## src/pkg/clock_reset_pkg.sv

```systemverilog
// package: constants and carrier types of the core clock and reset generator
`default_nettype none
package clock_reset_pkg;

    // ************************************************************
    // register map, word addresses on the plain register port
    // ************************************************************
    localparam int         ADDR_W           = 4;
    localparam logic [3:0] CTRL_ADDR        = 4'h0;
    localparam logic [3:0] STATUS_ADDR      = 4'h4;

    // ************************************************************
    // control register fields
    // ************************************************************
    localparam int         MULT_LSB         = 0;
    localparam int         MULT_W           = 6;
    localparam int         DIVSEL_LSB       = 6;
    localparam int         DIVSEL_W         = 2;
    localparam int         INPUT_DIVIDE_ENABLE_BIT        = 8;
    localparam int         SDRATIO_LSB      = 9;
    localparam int         SDRATIO_W        = 4;

    localparam logic [1:0] DIVSEL_RESET     = 2'h0;   // divide by 2
    localparam logic [3:0] SDRATIO_RESET    = 4'h2;
    localparam logic [3:0] PERIPH_RATIO     = 4'h2;

    // multiplier chosen by the two ratio select pins
    localparam logic [5:0] MULT_SEL0        = 6'h08;
    localparam logic [5:0] MULT_SEL1        = 6'h20;
    localparam logic [5:0] MULT_SEL2        = 6'h10;
    localparam logic [5:0] MULT_SEL3        = 6'h08;

    // ************************************************************
    // status register fields
    // ************************************************************
    localparam int         STAT_CORERST_BIT = 0;
    localparam int         STAT_EXTRST_BIT  = 1;
    localparam int         STAT_CNT_LSB     = 16;
    localparam int         CNT_W            = 13;

    // ************************************************************
    // reset release timing, in reference and core cycles
    // ************************************************************
    localparam int         REF_HOLD_CYCLES  = 4096;
    localparam logic [12:0] CORE_HOLD_CYCLES = 13'h0002;

    typedef enum logic [1:0] {
        RST_EXT  = 2'b00,
        RST_REF  = 2'b01,
        RST_CORE = 2'b10,
        RST_RUN  = 2'b11
    } rst_state_e;

    typedef struct packed {
        logic              wr;
        logic              rd;
        logic [ADDR_W-1:0] addr;
        logic [31:0]       wdata;
    } bus_req_s;

    typedef struct packed {
        logic [MULT_W-1:0]    mult;
        logic [DIVSEL_W-1:0]  divSel;
        logic                 input_divide_enable;
        logic [SDRATIO_W-1:0] sdRatio;
    } clk_cfg_s;

endpackage
`default_nettype wire

```

## src/hdl/clk_enable_divider.sv

```systemverilog
// module: turns a tick stream into one pulse every ratio ticks
`default_nettype none
module clk_enable_divider (
    input  wire logic       mclk,
    input  wire logic       rst,
    input  wire logic       tick,
    input  wire logic [3:0] ratio,
    output var  logic       pulse_q
);
    import clock_reset_pkg::*;

    logic [3:0] cnt_q;
    logic [3:0] cnt_d;
    logic       pulse_d;

    // ratio 0 behaves as 1 so the output never stalls
    always_comb begin
        cnt_d   = cnt_q;
        pulse_d = 1'b0;
        if (tick) begin
            if (cnt_q + 4'h1 >= ratio) begin
                cnt_d   = 4'h0;
                pulse_d = 1'b1;
            end else begin
                cnt_d = cnt_q + 4'h1;
            end
        end
    end

    always_ff @(posedge mclk or posedge rst) begin
        if (rst) begin
            cnt_q   <= 4'h0;
            pulse_q <= 1'b0;
        end else begin
            cnt_q   <= cnt_d;
            pulse_q <= pulse_d;
        end
    end
endmodule
`default_nettype wire

```

## src/hdl/core_clock_reset_gen.sv

```systemverilog
// module: core clock enable generation and core reset release sequencer
//
// Design decisions made here: the plain strobed port and the register offsets.
`default_nettype none
module core_clock_reset_gen #(
    parameter int REF_HOLD = clock_reset_pkg::REF_HOLD_CYCLES
) (
    input  wire logic                           mclk,
    input  wire logic                           rst,
    input  wire logic                           referenceClockInput,
    input  wire logic                           resetIn_n,
    input  wire logic [1:0]                     clockRatioSelectPins,
    input  wire clock_reset_pkg::bus_req_s      busReq,
    output var  logic [31:0]                    rdata_q,
    output var  logic                           coreClockEn_q,
    output var  logic                           periphClockEn,
    output var  logic                           sdramClockEn,
    output var  logic                           coreReset_q
);
    import clock_reset_pkg::*;

    // ************************************************************
    // helpers
    // ************************************************************
    // pin codes are read every cycle while held, so a late pin change still lands
    function automatic logic [5:0] pinMult(input logic [1:0] sel);
        case (sel)
            2'h0:    pinMult = MULT_SEL0;
            2'h1:    pinMult = MULT_SEL1;
            2'h2:    pinMult = MULT_SEL2;
            default: pinMult = MULT_SEL3;
        endcase
    endfunction

    // divider select is a power of two, so a shift replaces a table
    function automatic logic [4:0] divValue(input logic [1:0] sel);
        divValue = 5'h02 << sel;
    endfunction

    // register words are packed in one place so read and write layouts cannot drift
    function automatic logic [31:0] ctrlWord(input clk_cfg_s cfg);
        ctrlWord                           = 32'h0000_0000;
        ctrlWord[MULT_LSB +: MULT_W]       = cfg.mult;
        ctrlWord[DIVSEL_LSB +: DIVSEL_W]   = cfg.divSel;
        ctrlWord[INPUT_DIVIDE_ENABLE_BIT]                = cfg.input_divide_enable;
        ctrlWord[SDRATIO_LSB +: SDRATIO_W] = cfg.sdRatio;
    endfunction

    function automatic clk_cfg_s wordCfg(input logic [31:0] w);
        wordCfg.mult    = w[MULT_LSB +: MULT_W];
        wordCfg.divSel  = w[DIVSEL_LSB +: DIVSEL_W];
        wordCfg.input_divide_enable   = w[INPUT_DIVIDE_ENABLE_BIT];
        wordCfg.sdRatio = w[SDRATIO_LSB +: SDRATIO_W];
    endfunction

    function automatic logic [31:0] statusWord(
        input logic             coreRst,
        input logic             extLow,
        input logic [CNT_W-1:0] cnt
    );
        statusWord                        = 32'h0000_0000;
        statusWord[STAT_CORERST_BIT]      = coreRst;
        statusWord[STAT_EXTRST_BIT]       = extLow;
        statusWord[STAT_CNT_LSB +: CNT_W] = cnt;
    endfunction

    // ************************************************************
    // reference edge detect and input divider
    // ************************************************************
    logic refLast_q;
    logic refLast_d;
    logic half_q;
    logic half_d;
    logic refRise;
    logic inTick;
    logic extRstLow_q;
    logic extRstLow_d;
    clk_cfg_s cfg_q;
    clk_cfg_s cfg_d;

    // reference pin is taken as synchronous; the edge paces every count
    assign refRise = referenceClockInput & ~refLast_q;

    always_comb begin
        refLast_d   = referenceClockInput;
        extRstLow_d = ~resetIn_n;
        half_d      = half_q;
        if (refRise) begin
            half_d = ~half_q;
        end
    end

    assign inTick = refRise & (~cfg_q.input_divide_enable | half_q);

    always_ff @(posedge mclk or posedge rst) begin
        if (rst) begin
            refLast_q   <= 1'b0;
            half_q      <= 1'b0;
            extRstLow_q <= 1'b1;
        end else begin
            refLast_q   <= refLast_d;
            half_q      <= half_d;
            extRstLow_q <= extRstLow_d;
        end
    end

    // ************************************************************
    // configuration register
    // ************************************************************
    logic ctrlWrite;

    // a write while the pins own the multiplier is dropped, not queued for later
    assign ctrlWrite = busReq.wr && (busReq.addr == CTRL_ADDR);

    always_comb begin
        cfg_d = cfg_q;
        if (extRstLow_q) begin
            cfg_d.mult   = pinMult(clockRatioSelectPins);
            cfg_d.divSel = DIVSEL_RESET;
        end else if (ctrlWrite) begin
            cfg_d = wordCfg(busReq.wdata);
        end
    end

    always_ff @(posedge mclk or posedge rst) begin
        if (rst) begin
            cfg_q.mult    <= MULT_SEL0;
            cfg_q.divSel  <= DIVSEL_RESET;
            cfg_q.input_divide_enable   <= 1'b0;
            cfg_q.sdRatio <= SDRATIO_RESET;
        end else begin
            cfg_q <= cfg_d;
        end
    end

    // ************************************************************
    // core clock enable: fractional rate multiplier over divider
    // ************************************************************
    // mclk stands in for the oscillator; core ticks are at most one per
    // mclk, so an illegal multiplier saturates rather than overflows
    logic [8:0] acc_q;
    logic [8:0] acc_d;
    logic [9:0] accSum;
    logic       coreTick;
    logic       coreClockEn_d;
    logic [4:0] div;

    // the remainder stays in the accumulator, so fractional ratios average out exactly
    always_comb begin
        div    = divValue(cfg_q.divSel);
        accSum = {1'b0, acc_q} + (inTick ? {4'h0, cfg_q.mult} : 10'h000);
        if (accSum > 10'h1ff) begin
            accSum = 10'h1ff;
        end
        coreTick = (accSum >= {5'h00, div});
        acc_d    = coreTick ? 9'(accSum - {5'h00, div}) : accSum[8:0];
        coreClockEn_d = coreTick;
    end

    always_ff @(posedge mclk or posedge rst) begin
        if (rst) begin
            acc_q         <= 9'h000;
            coreClockEn_q <= 1'b0;
        end else begin
            acc_q         <= acc_d;
            coreClockEn_q <= coreClockEn_d;
        end
    end

    // ************************************************************
    // peripheral and sdram enables
    // ************************************************************
    clk_enable_divider periphDiv (
        .mclk    (mclk),
        .rst     (rst),
        .tick    (coreTick),
        .ratio   (PERIPH_RATIO),
        .pulse_q (periphClockEn)
    );

    clk_enable_divider sdramDiv (
        .mclk    (mclk),
        .rst     (rst),
        .tick    (coreTick),
        .ratio   (cfg_q.sdRatio),
        .pulse_q (sdramClockEn)
    );

    // ************************************************************
    // core reset release sequencer
    // ************************************************************
    rst_state_e state_q;
    rst_state_e state_d;
    logic [CNT_W-1:0] cnt_q;
    logic [CNT_W-1:0] cnt_d;
    logic             coreReset_d;

    // counting only on reference edges aligns the release to the reference;
    // a release landing just after an edge costs one extra reference cycle
    always_comb begin
        state_d = state_q;
        cnt_d   = cnt_q;
        case (state_q)
            RST_EXT: begin
                cnt_d = '0;
                if (!extRstLow_q) begin
                    state_d = RST_REF;
                end
            end
            RST_REF: begin
                if (refRise) begin
                    if (cnt_q == CNT_W'(REF_HOLD - 1)) begin
                        cnt_d   = '0;
                        state_d = RST_CORE;
                    end else begin
                        cnt_d = cnt_q + 1'b1;
                    end
                end
            end
            // the counter is reused for the two core ticks; it was cleared on entry
            RST_CORE: begin
                if (coreTick) begin
                    if (cnt_q == CORE_HOLD_CYCLES - 1'b1) begin
                        cnt_d   = '0;
                        state_d = RST_RUN;
                    end else begin
                        cnt_d = cnt_q + 1'b1;
                    end
                end
            end
            RST_RUN: begin
                cnt_d = '0;
            end
            default: begin
                state_d = RST_EXT;
                cnt_d   = '0;
            end
        endcase
        // reassertion always wins, so a half-finished hold never carries into a release
        if (extRstLow_q) begin
            state_d = RST_EXT;
            cnt_d   = '0;
        end
        coreReset_d = (state_d != RST_RUN);
    end

    always_ff @(posedge mclk or posedge rst) begin
        if (rst) begin
            state_q     <= RST_EXT;
            cnt_q       <= '0;
            coreReset_q <= 1'b1;
        end else begin
            state_q     <= state_d;
            cnt_q       <= cnt_d;
            coreReset_q <= coreReset_d;
        end
    end

    // ************************************************************
    // register read port
    // ************************************************************
    logic [31:0] rdata_d;

    // unread cycles return zero so a stale word is never taken for a fresh one
    always_comb begin
        rdata_d = 32'h0000_0000;
        if (busReq.rd) begin
            case (busReq.addr)
                CTRL_ADDR: begin
                    rdata_d = ctrlWord(cfg_q);
                end
                STATUS_ADDR: begin
                    rdata_d = statusWord(coreReset_q, extRstLow_q, cnt_q);
                end
                default: begin
                    rdata_d = 32'h0000_0000;
                end
            endcase
        end
    end

    always_ff @(posedge mclk or posedge rst) begin
        if (rst) begin
            rdata_q <= 32'h0000_0000;
        end else begin
            rdata_q <= rdata_d;
        end
    end
endmodule
`default_nettype wire

```

## config.mk

```make
export PLATFORM = sky130hd
export DESIGN_NAME = core_clock_reset_gen
export DESIGN_NICKNAME = d
export VERILOG_FILES = /design/src/pkg/clock_reset_pkg.sv /design/src/hdl/clk_enable_divider.sv /design/src/hdl/core_clock_reset_gen.sv
export SDC_FILE = /design/constraint.sdc
export NUM_CORES = 1
export LEC_CHECK = 0
export BUFFER_PORTS_ARGS = -buffer_cell sky130_fd_sc_hd__buf_2
export CORE_ASPECT_RATIO = 1.4
export CORE_UTILIZATION = 40
export CTS_BUF_LIST = sky130_fd_sc_hd__clkbuf_16
export DETAILED_ROUTE_END_ITERATION = 6
export PLACE_DENSITY_LB_ADDON = 0.05
export SYNTH_ARGS = -nofsm -noshare
export SYNTH_HDL_FRONTEND = slang
export SYNTH_HIERARCHICAL = 1
export SYNTH_SLANG_ARGS = --single-unit
```

## constraint.sdc

```tcl
create_clock -name mclk -period 5.4 [get_ports mclk]
set_input_delay 0.27 -clock mclk [delete_from_list [all_inputs] [get_ports mclk]]
set_output_delay 0.27 -clock mclk [all_outputs]
set_load 0.02 [all_outputs]
```

==> results by group <==
Floorplan
  • Die Width: slightly above 90 um
  • Ports: 80
  • Die ar.: ~12000 um2
  • Effective utilization at floorplan: 41.4%
  • Std-Cell Rows: 45
  • Core area: around 11000 um2
  • Height of the die: 128 um

Yosys
  • Largest family of logic cells by synthesized area: simple AND/OR/NAND/NOR gates
  • Post-synthesis compound-gate area fraction: 16.0%
  • FF+latch count, synth: between 70 and 80
  • Post-Synth Simple-Gate Area: 21.6%
  • Sequential cell area fraction in the yosys report: 43.3%
  • XOR/XNOR Fraction of Synth Area: 1.94%
  • Post-synthesis adder-cell area fraction: 7.37%
  • Ys Warns: 6
  • Gate Count Post-Synth: 444
  • Post-synth top flop: dfrtp_1
  • Synth unique cells: 70
  • Syn avg cell area: 10.2 um2
  • Post-synth ARST share: 100%
  • Post-synthesis mux area share: under 10%
  • Number of synthesized flops with an enable pin: 0
  • Synthesized cell area: about 4500 um2

STA
  • Final setup fails: 0
  • Setup Skew: 0.00741 ns
  • Total negative setup slack: 0 ns
  • Final clock period utilization by the worst path: 90.8%
  • Worst Max-Slew Pin Slew: 0.877 ns
  • RSZ-0062 raised after global routing: false
  • Fin. Hold Viols: 0
  • Min Tclk post-route: 4.90 ns
  • Final worst slack: 0.495 ns
  • Fmax: 204 MHz
  • Rel. slew slack: 41.6%
  • Slew Limit Fails: 0

Clocking
  • Clk buf depth: 2
  • H-tree levels: 3
  • Clock Latency Late Sink: 0.33 ns
  • CTS Buf Count: 9
  • CTS tree: done
  • Clock slew at reported path FFs: 0.06 ns
  • Clock tree root buffer cell: clkbuf_16
  • Clk sinks: 78

Critical path
  • Reg2reg end: sdramDiv/cnt_q[0]
  • CP Cell Sequence: nand2b_1 -> a21oi_1 -> buf_4 -> and2_1 -> ha_1 -> and2_4 -> a221oi_2 -> nand2_1 -> a21o_1 -> nand2_1 -> o21ai_0 -> ha_1 -> nor2b_1 -> o31a_1 -> buf_4 -> nor4_1 -> o21a_2 -> nand4_2 -> buf_4 -> inv_1 -> a211o_2 -> mux2i_1
  • R2R setup slack: between 0.4 and 0.5 ns
  • Max stage delay on crit path: between 0.3 and 0.4 ns
  • Crit Path Max Fanout: 9
  • Element type at the critical path end: flip-flop
  • Worst path arrival time: 5.12 ns
  • CP startpoint kind: flip-flop
  • Crit path from: refLast_q
  • R2r startpoint: refLast_q
  • Worst reg-to-reg path cell count: 22
  • Most used cell, CP: buf_4
  • Levels on crit path: 22
  • Worst path bufs/invs: 4
  • CP delay by family, top: simple AND/OR/NAND/NOR gates
  • CP max stage cell: nor4_1
  • Required time at the worst-slack endpoint: 5.61 ns
  • Setup CP Type: reg2reg

Pwr
  • Peak supply drop: slightly below 0.0002 V
  • Switching Share: about 33%
  • P_leak: 2.61 nW
  • Clock network power share: 30.1%
  • Seq pwr share: about a third
  • Power Internal: 1.43 mW
  • Total power: 2.13 mW
  • Share of total power in combinational logic: 35.5%
  • Pwr dens: 399 nW/um2
  • Psw: about 0.7 mW

Job
  • MaxCap Viol Count: 0

Cells and area
  • Fillers: 1090
  • Final nets: 585
  • Synth-to-layout area growth: 18.1%
  • Share of layout cells above drive strength 1: 23.3%
  • Final Non-Filler Cells: 661
  • Most common cell after layout, fill and taps aside: dfrtp_1
  • Antenna Cells: 0
  • Commonest cells after routing, fill and taps aside: 74 x dfrtp_1, 54 x buf_2, 31 x and2_1

Route
  • Routed wl met3: between 200 and 250 um
  • Vias per std cell: 5.26
  • DRT Pass-1 Iters: 6
  • WL per Instance: 16.1 um
  • Vias: 3477
  • DRT met1 WL: 4.80 mm
  • Remaining antenna violation count: 0
  • 1st-iter DRT viols: 135
  • Top routing layer in use: met4
  • Routed WL: approximately 11 mm
  • DRC viols: 0
  • Met2 Wirelength: roughly 5.4 mm

Min path
  • Worst Hold Depth: 2
  • Worst hold path endpoint: extRstLow_q
  • Hold path start: resetIn_n
  • Min-delay worst type: in2reg

Global routing
  • Initial antenna violation count: 0
  • Gr ovfl total: 0
  • GRT Resource Usage Total: 19.6%
  • Vias in the first global route: between 3000 and 4000
  • First-pass GRT wire length: 17.8 mm
  • Largest net degree at the start of global routing: 69

Place
  • Detailed-placement wirelength estimate: around 8 mm
  • Dpl ws: roughly 0.53 ns
  • GP Congestion: between 0.8 and 0.9
  • Placed cells: 644
  • I/O Buffers: 54

Outcome
  • Status: completed
## cells in the mapped netlist, types with 5 or more instances
cell type / instances / share of area, %
a21o_1: 5 / 0.83
o21a_1: 6 / 1.0
dfrtp_1: 74 / 41
nand2_1: 27 / 2.2
and3_1: 7 / 0.97
nor3_1: 9 / 1.0
a21oi_1: 15 / 1.7
xnor2_1: 8 / 1.6
nor2b_1: 15 / 2.1
nor2_1: 23 / 1.9
ha_1: 25 / 6.9
mux2_2: 9 / 2.2
mux2i_1: 13 / 2.9
nor4_1: 5 / 0.69
nand2b_1: 13 / 1.8
clkbuf_1: 8 / 0.66
o211ai_1: 7 / 1.2
o21ai_0: 15 / 1.7
and2_1: 31 / 4.3
inv_1: 24 / 2.0
buf_4: 6 / 1.0
nand3_1: 11 / 1.2
o41ai_1: 5 / 0.97
## state kept, by name, summed over array words and instances, names as in the netlist
name               cells
sdramDiv/pulse_q       1
rdata_q               26
periphDiv/pulse_q      1
extRstLow_q            1
cnt_q                 13
acc_q                  9
periphDiv/cnt_q        4
refLast_q              1
half_q                 1
sdramDiv/cnt_q         4
cfg_q                 13
coreClockEn_q          1
state_q                2
coreReset_q            1
## power groups by stage
stage | registers [mW] | logic [mW] | clock network, mW
final | 0.731 | 0.756 | 0.640
after global placement | 0.738 | 0.737 | 0
after global routing | 0.743 | 0.853 | 0.683
after floorplan | 0.723 | 0.589 | 0
after detailed placement | 0.743 | 0.752 | 0
after CTS | 0.732 | 0.759 | 0.662
## worst max-delay path by stage
stage	end	slack, ns
after floorplan	periphDiv/cnt_q[2]	0.76
after global placement	sdramDiv/cnt_q[0]	0.52
after detailed placement	sdramDiv/cnt_q[0]	0.53
after CTS	sdramDiv/cnt_q[0]	0.49
after global routing	sdramDiv/cnt_q[0]	0.12
final	sdramDiv/cnt_q[0]	0.50
## per-layer routing
metal | vias up | global-route usage, %
met1 | 1688 | 24.1
met2 | 52 | 33.9
met3 | 17 | 3.26
li1 | 1720 | -
met5 | - | 0
met4 | 0 | 8.09
## through the flow
| step | hold slack (ns) | area, um2 | utilization, % |
|---|---|---|---|
| 3_5_place_dp | 0.213 | 5010 | 45.8 |
| 4_1_cts | 0.0236 | 5330 | 48.8 |
| 3_3_place_gp | 0.205 | 5010 | 45.8 |
| 2_1_floorplan | 0.0485 | 4550 | - |
| 5_1_grt | 0.0317 | 5330 | 48.8 |
| 6_report | 0.0363 | 5330 | 48.8 |
## cells by family after synthesis
logic type,Yosys count
AO/OA/AOI/OAI,94
XOR/XNOR,10
adder cells (fa/ha/maj),26
buffers and inverters,44
flip-flops,78
multiplexers,22
other,2
AND/OR/NAND/NOR,168
## repair_timing
| item | CTS | global route |
|---|---|---|
| endpoints found under the setup margin | 0 | 0 |
| gates resized for setup | 0 | 0 |
| endpoints found under the hold margin | 10 | 0 |
| hold buffers | 1 | 0 |
| setup buffers | 0 | 0 |
## layout make-up
type | instances | area (um2) | area share [%]
timing repair buffer | 71 | 400 | 7.51
inverter | 25 | 93.8 | 1.76
sequential | 78 | 1960 | 36.7
tap | 141 | 176 | 3.31
clock buffer | 9 | 225 | 4.22
clock inverter | 7 | 91.3 | 1.71
multi-input combinational | 330 | 2390 | 44.8
Note: power is estimated with default switching activity, not from simulation.
